`config.mk`:
```
export PLATFORM = sky130hd
export DESIGN_NAME = hms_top
export DESIGN_NICKNAME = d
export VERILOG_FILES = /design/src/rtl/hms_sync.v /design/src/rtl/hms_chan.v /design/src/rtl/hms_top.v
export VERILOG_INCLUDE_DIRS = /design/src /design/src/rtl
export SDC_FILE = /design/constraint.sdc
export NUM_CORES = 1
export LEC_CHECK = 0
export ABC_AREA = 1
export ABC_CLOCK_PERIOD_IN_PS = 2500
export BUFFER_PORTS_ARGS = -buffer_cell sky130_fd_sc_hd__buf_4
export CAP_MARGIN = 15
export CORE_AREA = 5 5 182 184
export DETAILED_ROUTE_END_ITERATION = 12
export DIE_AREA = 0 0 187 189
export GPL_TIMING_DRIVEN = 0
export PLACE_DENSITY = 0.62
export SETUP_SLACK_MARGIN = 0.15
export SKIP_LAST_GASP = 1
export SYNTH_ARGS = -nofsm -noshare
export SYNTH_HDL_FRONTEND = slang
export SYNTH_SLANG_ARGS = --single-unit
```
`constraint.sdc`:
```
create_clock -name CLOCK -period 2.5 [get_ports CLOCK]
set_input_delay 0.5 -clock CLOCK [delete_from_list [all_inputs] [get_ports CLOCK]]
set_output_delay 0.5 -clock CLOCK [all_outputs]
set_load 0.01 [all_outputs]
```
`src/rtl/hms_regs.vh`:
```
// Notes on behaviour
// - All control happens over the serial slave port.
// - Clock-low timeout aborts transfer; can be disabled.
// - Either of two pins can act as alert.
// - Channels: 2.5 V input, supply, local, two remotes.
// - Channels are measured in fixed repeating order.
// - Delay follows each full pass before the next.
// - Each result lands in its value register.
// - Out-of-limit results set readable status bits.
// - Enable strap low: select strap picks address.
// - Enable strap high: address is 0x2E.
// - Alert driven low on any unmasked status bit.
// - Every status event has its own mask bit.
// - Address latched on first matching transaction.
// - First written byte loads the address pointer.
`ifndef HMS_REGS_VH
`define HMS_REGS_VH

// ****************************************
// Slave addresses
// ****************************************
`define HMS_ADDR_DEFAULT 7'h2E
`define HMS_ADDR_SEL_LO  7'h2C
`define HMS_ADDR_SEL_HI  7'h2D

// ****************************************
// Register map
// ****************************************
`define HMS_REG_VALUE0   8'h20
`define HMS_REG_LOW0     8'h44
`define HMS_REG_HIGH0    8'h45
`define HMS_REG_CONFIG   8'h40
`define HMS_REG_STATUS   8'h41
`define HMS_REG_MASK     8'h74
`define HMS_REG_CONFIG3  8'h78

// ****************************************
// Configuration fields
// ****************************************
`define HMS_CFG_START    0
`define HMS_CFG3_ALERT_A 0
`define HMS_CFG3_ALERT_B 1
`define HMS_CFG3_TO_DIS  2
`define HMS_CFG_RESET    8'h00
`define HMS_CFG3_RESET   8'h00
`define HMS_MASK_RESET   8'h00
`define HMS_LOW_RESET    8'h00
`define HMS_HIGH_RESET   8'hFF

// ****************************************
// Timing
// ****************************************
`define HMS_CLK_HZ       10000000
`define HMS_TIMEOUT_MS   25
`define HMS_TIMEOUT_CYC  (`HMS_CLK_HZ / 1000 * `HMS_TIMEOUT_MS)
`define HMS_NUM_CHAN     5

`endif

```
`src/rtl/hms_sync.v`:
```
`timescale 1ns/1ps
// ****************************************
// Two-stage synchroniser
// ****************************************
module hms_sync #(
  parameter RESET_VAL = 1'b1
) (
  // Clock and reset.
  input  wire CLOCK,
  input  wire RST,
  // Data.
  input  wire D,
  output wire Q
);
  reg s1_q;
  reg s2_q;

  // The first stage feeds only the second.
  always @(posedge CLOCK) begin
    if (RST) begin
      s1_q <= RESET_VAL;
      s2_q <= RESET_VAL;
    end else begin
      s1_q <= D;
      s2_q <= s1_q;
    end
  end

  assign Q = s2_q;
endmodule

```
`src/rtl/hms_chan.v`:
```
`timescale 1ns/1ps
// ****************************************
// One channel: value, limits and comparison
// ****************************************
module hms_chan (
  // Clock and reset.
  input  wire       CLOCK,
  input  wire       RST,
  // Measurement.
  input  wire       LOAD,
  input  wire [7:0] SAMPLE,
  // Limit programming.
  input  wire       WR_LOW,
  input  wire       WR_HIGH,
  input  wire [7:0] WDATA,
  // State.
  output reg  [7:0] VALUE,
  output reg  [7:0] LOW,
  output reg  [7:0] HIGH,
  output wire       OUT_OF_LIMIT
);
  `include "hms_regs.vh"

  // Stores each completed measurement and the limits.
  always @(posedge CLOCK) begin
    if (RST) begin
      VALUE <= 8'h00;
      LOW   <= `HMS_LOW_RESET;
      HIGH  <= `HMS_HIGH_RESET;
    end else begin
      if (LOAD)
        VALUE <= SAMPLE;
      if (WR_LOW)
        LOW <= WDATA;
      if (WR_HIGH)
        HIGH <= WDATA;
    end
  end

  // Compare the fresh sample with the limits.
  assign OUT_OF_LIMIT = LOAD && ((SAMPLE < LOW) || (SAMPLE > HIGH));
endmodule

```
`src/rtl/hms_top.v`:
```
`timescale 1ns/1ps
`include "hms_regs.vh"
// ****************************************
// Monitor sequencer with serial slave port
// ****************************************
module hms_top #(
  parameter TIMEOUT_CYC = `HMS_TIMEOUT_CYC,
  parameter CONV_CYC    = 64,
  parameter PASS_DELAY  = 1000
) (
  // Clock and reset.
  input  wire       CLOCK,
  input  wire       RST,
  // Serial bus pins.
  input  wire       SCL_IN,
  input  wire       SDA_IN,
  output wire       SDA_OUT,
  output wire       SDA_OE,
  // Straps.
  input  wire       ADDRESS_ENABLE_STRAP,
  input  wire       ADDRESS_SELECT_STRAP,
  // Converter handshake.
  output wire [2:0] CONV_CHANNEL,
  output wire       CONV_START,
  input  wire       CONV_DONE,
  input  wire [7:0] CONV_DATA,
  // Alert pins, open drain.
  output wire       ALERT_A_OUT,
  output wire       ALERT_A_OE,
  output wire       ALERT_B_OUT,
  output wire       ALERT_B_OE
);

  localparam NCH = `HMS_NUM_CHAN;

  // ****************************************
  // Input synchronisation
  // ****************************************
  wire scl;
  wire sda;
  wire en_strap;
  wire sel_strap;

  hms_sync #(.RESET_VAL(1'b1)) u_scl (.CLOCK(CLOCK), .RST(RST), .D(SCL_IN), .Q(scl));
  hms_sync #(.RESET_VAL(1'b1)) u_sda (.CLOCK(CLOCK), .RST(RST), .D(SDA_IN), .Q(sda));
  hms_sync #(.RESET_VAL(1'b1)) u_ena (.CLOCK(CLOCK), .RST(RST), .D(ADDRESS_ENABLE_STRAP),
                                      .Q(en_strap));
  hms_sync #(.RESET_VAL(1'b0)) u_sel (.CLOCK(CLOCK), .RST(RST), .D(ADDRESS_SELECT_STRAP),
                                      .Q(sel_strap));

  reg scl_p_q;
  reg sda_p_q;
  always @(posedge CLOCK) begin
    if (RST) begin
      scl_p_q <= 1'b1;
      sda_p_q <= 1'b1;
    end else begin
      scl_p_q <= scl;
      sda_p_q <= sda;
    end
  end

  wire scl_rise = scl & ~scl_p_q;
  wire scl_fall = ~scl & scl_p_q;
  wire start_c  = scl & scl_p_q & sda_p_q & ~sda;
  wire stop_c   = scl & scl_p_q & ~sda_p_q & sda;

  // ****************************************
  // Configuration and status state
  // ****************************************
  reg  [7:0] cfg_q;
  reg  [7:0] cfg3_q;
  reg  [7:0] mask_q;
  reg  [7:0] status_q;
  reg  [7:0] ptr_q;
  reg  [6:0] addr_q;
  reg        addr_lock_q;
  reg        wr_en_q;

  // Slave address from straps until the first match locks it.
  wire [6:0] strap_addr = en_strap ? `HMS_ADDR_DEFAULT :
                          (sel_strap ? `HMS_ADDR_SEL_HI : `HMS_ADDR_SEL_LO);
  wire [6:0] my_addr    = addr_lock_q ? addr_q : strap_addr;

  // ****************************************
  // Channel sequencer
  // ****************************************
  localparam SQ_IDLE = 2'd0;
  localparam SQ_CONV = 2'd1;
  localparam SQ_WAIT = 2'd2;

  reg [1:0]  sq_q;
  reg [2:0]  ch_q;
  reg [15:0] dly_q;
  reg        start_q;

  // Steps through every channel, then rests before the next pass.
  always @(posedge CLOCK) begin
    if (RST) begin
      sq_q    <= SQ_IDLE;
      ch_q    <= 3'd0;
      dly_q   <= 16'h0000;
      start_q <= 1'b0;
    end else begin
      start_q <= 1'b0;
      case (sq_q)
        SQ_IDLE: begin
          ch_q <= 3'd0;
          if (cfg_q[`HMS_CFG_START]) begin
            sq_q    <= SQ_CONV;
            start_q <= 1'b1;
          end
        end
        SQ_CONV: begin
          if (CONV_DONE) begin
            if (ch_q == NCH - 1) begin
              ch_q  <= 3'd0;
              dly_q <= PASS_DELAY[15:0];
              sq_q  <= SQ_WAIT;
            end else begin
              ch_q    <= ch_q + 3'd1;
              start_q <= 1'b1;
            end
          end
        end
        SQ_WAIT: begin
          if (dly_q != 16'h0000)
            dly_q <= dly_q - 16'h0001;
          else if (cfg_q[`HMS_CFG_START]) begin
            sq_q    <= SQ_CONV;
            start_q <= 1'b1;
          end else
            sq_q <= SQ_IDLE;
        end
        default: sq_q <= SQ_IDLE;
      endcase
    end
  end

  assign CONV_CHANNEL = ch_q;
  assign CONV_START   = start_q;

  // ****************************************
  // Channel registers
  // ****************************************
  wire [NCH-1:0] oor;
  wire [7:0]     val_w  [0:NCH-1];
  wire [7:0]     low_w  [0:NCH-1];
  wire [7:0]     high_w [0:NCH-1];
  wire           wr_byte;
  wire [7:0]     wr_data;

  genvar g;
  generate
    for (g = 0; g < NCH; g = g + 1) begin : g_ch
      hms_chan u_ch (
        .CLOCK       (CLOCK),
        .RST         (RST),
        .LOAD        (sq_q == SQ_CONV && CONV_DONE && ch_q == g),
        .SAMPLE      (CONV_DATA),
        .WR_LOW      (wr_byte && ptr_q == `HMS_REG_LOW0 + 2 * g),
        .WR_HIGH     (wr_byte && ptr_q == `HMS_REG_HIGH0 + 2 * g),
        .WDATA       (wr_data),
        .VALUE       (val_w[g]),
        .LOW         (low_w[g]),
        .HIGH        (high_w[g]),
        .OUT_OF_LIMIT(oor[g])
      );
    end
  endgenerate

  // ****************************************
  // Serial slave
  // ****************************************
  localparam SL_IDLE = 3'd0;
  localparam SL_ADDR = 3'd1;
  localparam SL_AACK = 3'd2;
  localparam SL_WR   = 3'd3;
  localparam SL_WACK = 3'd4;
  localparam SL_RD   = 3'd5;
  localparam SL_RACK = 3'd6;

  reg [2:0]  sl_q;
  reg [3:0]  bit_q;
  reg [7:0]  sh_q;
  reg        rw_q;
  reg        first_q;
  reg        sda_drv_q;
  reg [31:0] low_cnt_q;
  reg [7:0]  rd_data;
  reg        status_rd_q;

  // Read mux over the register space.
  integer i;
  always @* begin
    rd_data = 8'h00;
    if (ptr_q == `HMS_REG_CONFIG)  rd_data = cfg_q;
    if (ptr_q == `HMS_REG_CONFIG3) rd_data = cfg3_q;
    if (ptr_q == `HMS_REG_MASK)    rd_data = mask_q;
    if (ptr_q == `HMS_REG_STATUS)  rd_data = status_q;
    for (i = 0; i < NCH; i = i + 1) begin
      if (ptr_q == `HMS_REG_VALUE0 + i)     rd_data = val_w[i];
      if (ptr_q == `HMS_REG_LOW0 + 2 * i)   rd_data = low_w[i];
      if (ptr_q == `HMS_REG_HIGH0 + 2 * i)  rd_data = high_w[i];
    end
  end

  wire timeout = ~cfg3_q[`HMS_CFG3_TO_DIS] && (low_cnt_q >= TIMEOUT_CYC);
  assign wr_byte = (sl_q == SL_WR) && scl_rise && (bit_q == 4'd7) && ~first_q;
  assign wr_data = {sh_q[6:0], sda};

  // Bit engine: address, pointer, data and acknowledge phases.
  always @(posedge CLOCK) begin
    if (RST) begin
      sl_q        <= SL_IDLE;
      bit_q       <= 4'd0;
      sh_q        <= 8'h00;
      rw_q        <= 1'b0;
      first_q     <= 1'b0;
      sda_drv_q   <= 1'b0;
      low_cnt_q   <= 32'd0;
      ptr_q       <= 8'h00;
      addr_q      <= `HMS_ADDR_DEFAULT;
      addr_lock_q <= 1'b0;
      wr_en_q     <= 1'b0;
      status_rd_q <= 1'b0;
    end else begin
      wr_en_q     <= 1'b0;
      status_rd_q <= 1'b0;
      low_cnt_q   <= scl ? 32'd0 : low_cnt_q + 32'd1;
      if (start_c) begin
        sl_q      <= SL_ADDR;
        bit_q     <= 4'd0;
        sda_drv_q <= 1'b0;
      end else if (stop_c || timeout) begin
        sl_q      <= SL_IDLE;
        sda_drv_q <= 1'b0;
        low_cnt_q <= 32'd0;
      end else if (scl_rise) begin
        case (sl_q)
          SL_ADDR, SL_WR: begin
            sh_q  <= {sh_q[6:0], sda};
            bit_q <= bit_q + 4'd1;
            if (sl_q == SL_ADDR && bit_q == 4'd6 && {sh_q[5:0], sda} == my_addr) begin
              addr_q      <= my_addr;
              addr_lock_q <= 1'b1;
            end
            if (sl_q == SL_WR && bit_q == 4'd7) begin
              if (first_q)
                ptr_q <= {sh_q[6:0], sda};
              else
                ptr_q <= ptr_q + 8'h01;
              first_q <= 1'b0;
            end
          end
          SL_RD: bit_q <= bit_q + 4'd1;
          SL_RACK: begin
            if (sda)
              sl_q <= SL_IDLE;
            else
              ptr_q <= ptr_q + 8'h01;
          end
          default: ;
        endcase
      end else if (scl_fall) begin
        case (sl_q)
          SL_ADDR: begin
            if (bit_q == 4'd8) begin
              if (sh_q[7:1] == my_addr) begin
                rw_q      <= sh_q[0];
                first_q   <= 1'b1;
                sda_drv_q <= 1'b1;
                sl_q      <= SL_AACK;
              end else
                sl_q <= SL_IDLE;
            end
          end
          SL_WR: begin
            if (bit_q == 4'd8) begin
              sda_drv_q <= 1'b1;
              sl_q      <= SL_WACK;
            end
          end
          SL_AACK, SL_WACK, SL_RACK: begin
            bit_q <= 4'd0;
            if (sl_q != SL_RACK && !rw_q) begin
              sda_drv_q <= 1'b0;
              sl_q      <= SL_WR;
            end else begin
              sh_q        <= rd_data;
              status_rd_q <= (ptr_q == `HMS_REG_STATUS);
              sda_drv_q   <= ~rd_data[7];
              sl_q        <= SL_RD;
            end
          end
          SL_RD: begin
            if (bit_q == 4'd8) begin
              sda_drv_q <= 1'b0;
              sl_q      <= SL_RACK;
            end else begin
              sda_drv_q <= ~sh_q[6];
              sh_q      <= {sh_q[6:0], 1'b0};
            end
          end
          default: ;
        endcase
      end
    end
  end

  assign SDA_OUT = 1'b0;
  assign SDA_OE  = sda_drv_q;

  // ****************************************
  // Config, mask and status registers
  // ****************************************
  always @(posedge CLOCK) begin
    if (RST) begin
      cfg_q    <= `HMS_CFG_RESET;
      cfg3_q   <= `HMS_CFG3_RESET;
      mask_q   <= `HMS_MASK_RESET;
      status_q <= 8'h00;
    end else begin
      if (wr_byte && ptr_q == `HMS_REG_CONFIG)  cfg_q  <= wr_data;
      if (wr_byte && ptr_q == `HMS_REG_CONFIG3) cfg3_q <= wr_data;
      if (wr_byte && ptr_q == `HMS_REG_MASK)    mask_q <= wr_data;
      // Read clears, but a fresh event in the same cycle wins.
      status_q <= (status_rd_q ? 8'h00 : status_q) | {{(8-NCH){1'b0}}, oor};
    end
  end

  // Alert drives low on any unmasked status bit.
  wire alert = |(status_q & ~mask_q);
  assign ALERT_A_OUT = 1'b0;
  assign ALERT_B_OUT = 1'b0;
  assign ALERT_A_OE  = cfg3_q[`HMS_CFG3_ALERT_A] & alert;
  assign ALERT_B_OE  = cfg3_q[`HMS_CFG3_ALERT_B] & alert;
endmodule

```
# Yosys cells after proc, flatten, opt, wreduce, memory -nomap -nowiden
# Index checks and enable logic that the tools add are counted.
[word_totals]
output_inout_bits = 10
ff_bits = 251
[op_classes]
eq_ne = 62
bitwise_logic = 25
n_lt_le_gt_ge = 11
add_sub_neg = 5
reduce_logical = 74
mux = 81
[ops]
columns = ["operator", "count"]
rows = [
  ["$mux 8", 28],
  ["$eq 8x7->1 const B", 14],
  ["$mux 32", 3],
  ["$mux 16", 3],
  ["$eq 8x6->1 const B", 5],
  ["$gt 8x8->1", 5],
  ["$lt 8x8->1", 5],
  ["$add 32x1->32 const B", 1],
  ["$ge 32x18->1 const B", 1],
  ["$logic_and 1x1->1", 32],
  ["$pmux 16 s2", 1],
  ["$pmux 8 s2", 2],
  ["$mux 3", 10],
  ["$reduce_and 7->1", 4],
  ["$mux 1", 18],
  ["$mux 4", 4],
  ["$ne 2x2->1 const B", 8],
  ["$reduce_bool 16->1", 1],
  ["$reduce_bool 2->1", 8],
  ["$sub 16x1->16 const B", 1],
  ["$eq 7x7->1", 2],
  ["$ne 2x1->1 const B", 7],
  ["$not 1->1", 13],
  ["$eq 3x2->1 const B", 4],
  ["other kinds (43)", 78],
]

# Depth between registers and ports, before layout
# Gate-level depths: netlist of the first run.
[depth]
ltp_word = 24
ltp_mapped = 27
depth_no_buf = 27

# Cells and area by module
# From an unflattened synthesis of the first run, not the netlist that was laid out.
[unflattened]
cells_unflattened = 2102
area_unflattened_um2 = 14342.5
[modules_own_cells]
columns = ["module", "area_per_inst_um2", "cells_per_inst", "seq_area_each_um2", "n_inst"]
rows = [
  ["hms_top", 7986.4, 1290, 2402.3, 1],
  ["hms_chan", 1224.9, 157, 480.5, 5],
  ["hms_sync at u_ena ...", 58.8, 7, 40.0, 3],
  ["hms_sync at u_sel", 55.1, 6, 40.0, 1],
]

# Worst setup path before layout of the first run
# Ideal clock, no wire load.
[synth_timing]
path_kind = "register to register"
from = "register low_cnt_q[0]"
to = "register low_cnt_q[26]"
setup_ns = 0.130
synth_period_minus_slack_ns = 2.125
t_required_ns = 2.370
t_arrival_ns = 1.995
path_stages_with_launch = 14
setup_slack_ns = 0.375
path_buffers = 0
cell_sequence = "dfxtp_1 -> ha_1 -> nand3_1 -> inv_1 -> nand2_2 -> nor2_2 -> nand2_2 -> nor2_4 -> nand4_4 -> nor4_4 -> nand4_2 -> nor4_4 -> and3_2 -> nor3_2"
[synth_via]
elab_chain_cells = 5
word_cells_on_any_way = 7
[synth_rtl]
columns = ["item", "line_no", "rtl"]
rows = [
  ["start: declaration", "hms_top.v:189", "reg [31:0] low_cnt_q;"],
  ["start signal: assignment", "hms_top.v:230", "low_cnt_q <= scl ? 32'd0 : low_cnt_q + 32'd1;"],
  ["$ge 32x18->1", "hms_top.v:208", "wire timeout = ~cfg3_q[`HMS_CFG3_TO_DIS] && (low_cnt_q >= TIMEOUT_CYC);"],
  ["$logic_and 1x1->1", "hms_top.v:208", ""],
  ["$logic_or 1x1->1", "hms_top.v:235", "end else if (stop_c || timeout) begin"],
  ["$mux 32", "hms_top.v:235", ""],
  ["$mux 32 (*)", "hms_top.v:231", "if (start_c) begin"],
]
# Mark *: on every way between the ends. The rest lies on a longest branch, timed or not.
# A chain may end at the register's enable or synchronous reset.

# Final worst setup path of the first run
[layout_timing]
from = "register ptr_q[1]"
to = "register sh_q[3]"
[layout_via]
elab_chain_cells = 24
word_cells_on_any_way = 42
[layout_rtl]
columns = ["item", "line_no", "rtl"]
rows = [
  ["start: declaration", "hms_top.v:75", "reg [7:0] ptr_q;"],
  ["start signal: assignment", "hms_top.v:250", "ptr_q <= {sh_q[6:0], sda};"],
  ["start signal: assignment", "hms_top.v:252", "ptr_q <= ptr_q + 8'h01;"],
  ["start signal: assignment", "hms_top.v:261", "ptr_q <= ptr_q + 8'h01;"],
  ["$eq 8x7->1 (no line)", "-", ""],
  ["$mux 8", "hms_top.v:197", "if (ptr_q == `HMS_REG_CONFIG) rd_data = cfg_q;"],
  ["$mux 8", "hms_top.v:198", "if (ptr_q == `HMS_REG_CONFIG3) rd_data = cfg3_q;"],
  ["$mux 8", "hms_top.v:199", "if (ptr_q == `HMS_REG_MASK) rd_data = mask_q;"],
  ["$mux 8", "hms_top.v:200", "if (ptr_q == `HMS_REG_STATUS) rd_data = status_q;"],
  ["$mux 8", "hms_top.v:202", "if (ptr_q == `HMS_REG_VALUE0 + i) rd_data = val_w[i];"],
  ["$mux 8", "hms_top.v:203", "if (ptr_q == `HMS_REG_LOW0 + 2 * i) rd_data = low_w[i];"],
  ["$mux 8", "hms_top.v:204", "if (ptr_q == `HMS_REG_HIGH0 + 2 * i) rd_data = high_w[i];"],
  ["[8 not listed]", "-", ""],
  ["$mux 8", "hms_top.v:204", ""],
  ["$mux 8", "hms_top.v:202", ""],
  ["$mux 8", "hms_top.v:203", ""],
  ["$mux 8 (*)", "hms_top.v:204", ""],
  ["$mux 8 (*)", "hms_top.v:286", "if (sl_q != SL_RACK && !rw_q) begin"],
  ["$pmux 8 s2 (*)", "hms_top.v:266", "case (sl_q)"],
  ["$mux 8 (*)", "hms_top.v:265", "end else if (scl_fall) begin"],
  ["$mux 8 (*)", "hms_top.v:239", "end else if (scl_rise) begin"],
  ["end signal: assignment", "hms_top.v:242", "sh_q <= {sh_q[6:0], sda};"],
  ["end signal: assignment", "hms_top.v:290", "sh_q <= rd_data;"],
  ["end signal: assignment", "hms_top.v:302", "sh_q <= {sh_q[6:0], 1'b0};"],
  ["end: declaration", "hms_top.v:185", "reg [7:0] sh_q;"],
]
# Mark *: on every way between the ends. The rest lies on a longest branch, timed or not. The select of a mux whose other input is x is not followed.

==> run_results.csv, run 1 <==
group,metric,value,unit
synth,ys_seq_area_frac,0.358,
global_routing,gr-total-overflow,0,
routing,viasPerCell,5.44,
global_routing,antenna_found_initial,3,
synth,yosys.area_share.xor_xnor,0.0152,
routing,wl_per_cell,17.9,microns
routing,detail-route-antenna-nets,0,
clock_tree,htreeDepth,1,
synth,synth-simple-area-share,0.230,
place,dp_hpwl,31.0,mm
finish,fin_nets,2199,
timing,slew_headroom,0.268,
flow_run,maxCapViolations,0,
global_routing,grtUsageTotal,0.243,
timing,worst_pin_slew,1.10,ns
critical_path,crit_required,2.93,ns
critical_path,critPathCaptureType,"register",
synth,synthAdderAreaFrac,0.0840,
clock_tree,cts_buffer_depth,3,
synth,synth_top_family_by_area,"simple AND/OR/NAND/NOR gates",
finish,multi_input_area,7940,sq um
routing,dr_total_vias,13700,
floorplan,io_pins,25,
critical_path,worstPathMaxFanout,7,
clock_tree,clkSlewWorstSetupHoldPaths,0.06,ns
synth,synth-compound-area-share,0.207,
timing,fin_crit_sh,1.01,
timing,setup_slack,-0.0159,ns
routing,wirelength,44.9,mm
synth,postSynthCellCount,1966,
clock_tree,holdBufCountCts,0,
synth,post_synth_num_cell_types,59,
synth,synth_common_cells,"nand2_1, inv_1, o21ai_0",
finish,diodes,0,
place,gp_congestion,0.922,
clock_tree,worstSkewPairLatency,0.55,ns
finish,area_growth,20.0,%
global_routing,grt_pass1_wl,69.0,mm
routing,dr.pass1.iters,5,
finish,drive_gt1_frac,0.169,
synth,ys_ff_latch,248,
timing,finalCriticalPeriod,2.52,ns
status,violations,"negative setup slack",
timing,drv_slew,0,
finish,fillerInstances,3070,
status,status,"finished with violations",
routing,drtIter0Drc,1107,
place,port_buffers,21,
synth,synth-async-reset-ratio,0,
timing,hold_viol,0,
pwr,leakage,0.00673,uW
critical_path,start_kind,"register",
floorplan,core_area,31200,sq um
synth,synth_top_area_frac,0.358,
critical_path,worstPathArrival,2.95,ns
synth,syn_area,13900,sq um
synth,synth_ff_type,"dfxtp_1",
place,dp_slack,-0.326,ns
floorplan,rows,65,
finish,fin_util,0.532,
synth,synth_area_per_cell,7.05,sq um
synth,ys_warn_count,0,
synth,yosysMostFrequentCell,"nand2_1",
clock_tree,cts_buffers,28,
timing,timing.setup.tns,-0.0340,ns
critical_path,path_class,"reg2reg",
floorplan,die_y,189,microns
finish,final-seq-area,5010,sq um
min_path,hold_class,"in2reg",
timing,rsz0062_at_grt,"true",
routing,drcViolationCount,0,
floorplan,dieArea,35300,sq um
synth,synthTopCellsByArea,"dfxtp_1, o21ai_0, ha_1",
synth,synth_largest_area_cell,"dfxtp_1",
pwr,peakVddDrop,0.550,mV
timing,fmax,0.397,GHz
synth,yosys-mux-area-fraction,0,
timing,finalSetupViolations,3,
clock_tree,ctsRootBufferMaster,"clkbuf_16",
floorplan,dieWidth,187,microns
clock_tree,cts.sinks,248,
clock_tree,cts_tree,"yes",
global_routing,grt_pass1_vias,12800,
global_routing,grt_max_degree,16,
timing,fin_skew,0.0139,ns
pwr,powerDensity,521,nW/um^2
floorplan,start_util,0.444,
synth,synth-edff-count,0,
[report_power, final]
group / internal, uW / leakage [uW] / total (uW) / switching, uW
Combinational: 123 / 0.00425 / 416 / 293
Sequential: 3950 / 0.00201 / 3960 / 5.72
Clock: 2610 / 0.000468 / 4290 / 1680
Total: 6690 / 0.00673 / 8670 / 1980
[kinds of logic after synthesis]
family / after synthesis
simple gates: 680
compound gates: 541
buf+inv: 379
flops: 248
fa+ha+maj: 93
xor+xnor: 24
other cells: 1
[placed cells by master, fill, tap and decap left out, drive strengths merged, types with 6 or more instances in the layout]
cell type	count
a21oi	217
a31oi	10
ha	93
buf	111
nand2	297
or2	10
xnor2	6
o21a	6
nand3	78
dfxtp	248
clkbuf	93
nand4	32
nor3	51
o22ai	7
o21ai	258
xor2	18
inv	302
a211oi	11
nor4	13
nand3b	6
clkinv	10
nor2	181
o211ai	11
[routing by layer]
metal  part of all wire  vias up  GRT usage  routed length (microns)
met5            0.00060        -          0                       27
met4              0.033        4     0.0830                     1480
met3              0.077      107     0.0378                     3460
met2               0.45      453      0.395                    20200
met1               0.44     6333      0.330                    19700
li1                   -     6780          -                        -
[cell type report]
class	instances	area share
tap	402	0.0303
multi-input combinational	1341	0.478
buffer	72	0.0204
clock inverter	10	0.00926
inverter	307	0.0709
sequential	248	0.301
clock buffer	39	0.0477
timing repair buffer	93	0.0428
[sequential cells by signal, summed over array words and instances, names as in the netlist, 8 cells and up]
register	cells
g_ch.u_ch.HIGH	40
sh_q	8
dly_q	16
ptr_q	8
g_ch.u_ch.LOW	40
cfg_q	8
low_cnt_q	32
g_ch.u_ch.VALUE	40
mask_q	8
cfg3_q	8
[critical path, cell delays in order (launching register included)]
cell,delay [ns]
dfxtp_2,0.37
inv_4,0.06
ha_4,0.17
inv_8,0.08
nor2_4,0.04
and2_4,0.14
buf_6,0.13
nand2_1,0.05
o211ai_1,0.09
nand2_1,0.10
nand4_1,0.14
nand2_1,0.11
nand2_1,0.05
nand2_1,0.08
nand2_1,0.06
nand2_1,0.09
nand3b_1,0.12
nand2_1,0.08
nand2_1,0.06
nand3_1,0.10
nand4_1,0.12
nand2_1,0.09
a21oi_1,0.06
[path summary, 6_finish.rpt]
kind / slack, ns / start / cells past startpoint / to
worst max-delay path: -0.02 / ptr_q[1] / 22 / sh_q[3]
worst min-delay path: 0.14 / ADDRESS_ENABLE_STRAP / 2 / u_ena.s1_q
worst max register to register: -0.02 / ptr_q[1] / 22 / sh_q[3]
worst min register to register: 0.40 / u_sel.s1_q / 2 / u_sel.Q
[metrics by stage]
stage | power [uW] | cell area [sq um] | cells | hold slack, ns
final | 8670 | 16600 | 2512 | 0.142
after global routing | 8960 | 16600 | 2512 | 0.117
after CTS | 8730 | 16000 | 2477 | 0.124
after detailed placement | 4450 | 14500 | 2391 | 0.393
after global placement | 4440 | 14500 | 2391 | 0.392
after floorplan | 4280 | 13900 | 1968 | 0.388
[repair_timing]
item	4_1_cts	5_1_grt
gates resized for setup	81	125
buffers inserted	37	34
pin swaps	43	69
gates cloned	0	1
endpoints found under the setup margin	143	118
Note: power is estimated with default switching activity, not from simulation.
==> run 2, diff against run 1 <==
--- a/config.mk
+++ b/config.mk
@@ -11,6 +11,7 @@
 export BUFFER_PORTS_ARGS = -buffer_cell sky130_fd_sc_hd__buf_4
 export CAP_MARGIN = 15
 export CORE_AREA = 5 5 182 184
+export CTS_BUF_LIST = sky130_fd_sc_hd__clkbuf_8
 export DETAILED_ROUTE_END_ITERATION = 12
 export DIE_AREA = 0 0 187 189
 export GPL_TIMING_DRIVEN = 0
==> run 2 against run 1 <==
  * Power is 3.8% lower
  * Count of clock-buffer cells in the layout is 13 higher
  * Utilization is 0.38 points lower
  * Clock power is 7.7% lower
  * The run still ends with negative setup slack left
==> run_results.csv, run 2 (same netlist as run 1, synthesis figures left out) <==
group,metric,value,unit
status,status,"finished with violations",
status,violations,"negative setup slack",
global_routing,gr-total-overflow,0,
timing,setup_slack,-0.0168,ns
clock_tree,cts_buffer_depth,3,
clock_tree,cts.sinks,248,
global_routing,grt_pass1_wl,68.8,mm
critical_path,crit_top_cell,"nand2_1",
critical_path,crit_required,3.00,ns
global_routing,grt_max_degree,16,
critical_path,cp_cell_sequence,"inv_4, ha_4, inv_6, nor2_4, nand2_4, inv_2, nand2_1, o211ai_1, nand2_1, o211ai_1, nand2_1, nand2_1, nand2_2, nand2_1, nand2_1, nand2_2, o21bai_1, nand2_1, nand3_2, nand4_1, nand2_2, a21oi_2",
routing,dr_total_vias,13800,
place,dp_hpwl,31.0,mm
timing,slew_headroom,0.270,
pwr,peakVddDrop,0.478,mV
floorplan,start_util,0.444,
floorplan,core_area,31200,sq um
routing,viasPerCell,5.44,
finish,fillerInstances,3114,
place,port_buffers,21,
pwr,leakage,0.00678,uW
finish,final_common_cell,"inv_1",
clock_tree,clkSlewWorstSetupHoldPaths,0.06,ns
clock_tree,htreeDepth,2,
timing,finalSetupViolations,2,
clock_tree,worstSkewPairLatency,0.58,ns
routing,dr.pass1.iters,5,
timing,fin_crit_sh,1.01,
routing,drtIter0Drc,1214,
floorplan,dieArea,35300,sq um
critical_path,start_kind,"register",
timing,finalCriticalPeriod,2.52,ns
timing,timing.setup.tns,-0.0332,ns
pwr,pwr-share-clk,0.475,
critical_path,path_class,"reg2reg",
routing,drcViolationCount,0,
global_routing,grt_pass1_vias,12800,
critical_path,critPathCaptureType,"register",
timing,rsz0062_at_grt,"true",
critical_path,worstPathArrival,3.02,ns
routing,wl_per_cell,17.9,microns
clock_tree,cts_tree,"yes",
place,dp_slack,-0.326,ns
finish,layout_common_cells,"inv_1, nand2_1, o21ai_0, dfxtp_1, a21oi_1",
pwr,switching_share,0.248,
routing,detail-route-antenna-nets,0,
finish,drive_gt1_frac,0.170,
critical_path,slowest_stage,"dfxtp_2",
pwr,power_frac_seq,0.475,
floorplan,rows,65,
global_routing,antenna_found_initial,1,
critical_path,cpPeakStageDelay,0.34,ns
global_routing,grtUsageTotal,0.243,
clock_tree,ctsRootBufferMaster,"clkbuf_8",
min_path,hold_class,"in2reg",
routing,wirelength,45.3,mm
timing,fin_skew,0.0191,ns
floorplan,die_y,189,microns
place,gp_congestion,0.922,
pwr,cellInternalPower,6270,uW
pwr,comb_power_share,0.050,
flow_run,maxCapViolations,0,
timing,worst_pin_slew,1.10,ns
critical_path,worstPathMaxFanout,8,
pwr,switchingPower,2070,uW
finish,area_growth,19.2,%
finish,reg_top3,"g_ch.u_ch.HIGH (40), g_ch.u_ch.LOW (40), g_ch.u_ch.VALUE (40)",
timing,fmax,0.397,GHz
floorplan,io_pins,25,
timing,drv_slew,0,
pwr,powerDensity,505,nW/um^2
clock_tree,cts_buffers,45,
finish,fin_nets,2210,
timing,hold_viol,0,
finish,diodes,0,
floorplan,dieWidth,187,microns
run 2: worst max-delay path, delay by kind of cell (launching register included):
kind	cells	cell delay, ns
and+or+nand+nor	14	1.31
AOI/OAI and AO/OA	4	0.42
DFF	1	0.34
buffers and inverters	3	0.21
adders and majority gates	1	0.15
run 2: power groups by stage:
stage               registers, uW  clock network, uW  logic (uW)
floorplan                    4050                  0         225
global placement             4050                  0         391
CTS                          3970               4000         403
detailed placement           4050                  0         399
global route                 3960               4190         458
finish                       3960               3960         416
run 2: per-stage QoR:
stage          cell area (sq um)  instances   util  hold slack (ns)  power (uW)
2_1_floorplan              13900       1968      -            0.388        4280
3_3_place_gp               14500       2391  0.465            0.392        4440
3_5_place_dp               14500       2391  0.465            0.393        4450
4_1_cts                    15800       2493  0.507           0.0934        8370
5_1_grt                    16500       2533  0.529           0.0976        8610
6_report                   16500       2533  0.529            0.117        8340
run 2: cell type report:
type	count	area [sq um]	area share
buffer	72	334	0.0202
clock buffer	52	716	0.0434
clock inverter	24	185	0.0112
inverter	307	1190	0.0719
multi-input combinational	1341	7910	0.479
sequential	248	5010	0.304
tap	402	503	0.0305
timing repair buffer	87	654	0.0396
run 2: what timing repair did:
action	4_1_cts	5_1_grt
setup buffers	26	39
pin swaps	18	57
gates resized for setup	64	130
cloned	0	1
endpoints found under the setup margin	146	126
hold buffers	0	0
run 2: path summary, 6_finish.rpt:
path / from / endpoint / slack [ns] / cells past startpoint
min reg2reg: u_sel.s1_q / u_sel.Q / 0.40 / 2
min: ADDRESS_ENABLE_STRAP / u_ena.s1_q / 0.12 / 2
max reg2reg: ptr_q[1] / sh_q[5] / -0.02 / 22
max: ptr_q[1] / sh_q[5] / -0.02 / 22
run 2: metal layers:
| metal | share of wire | GRT usage | wire (microns) |
|---|---|---|---|
| met1 | 0.44 | 0.327 | 20000 |
| met2 | 0.45 | 0.392 | 20300 |
| met3 | 0.072 | 0.0435 | 3260 |
| met4 | 0.039 | 0.0919 | 1760 |
| met5 | 0 | 0 | 0 |
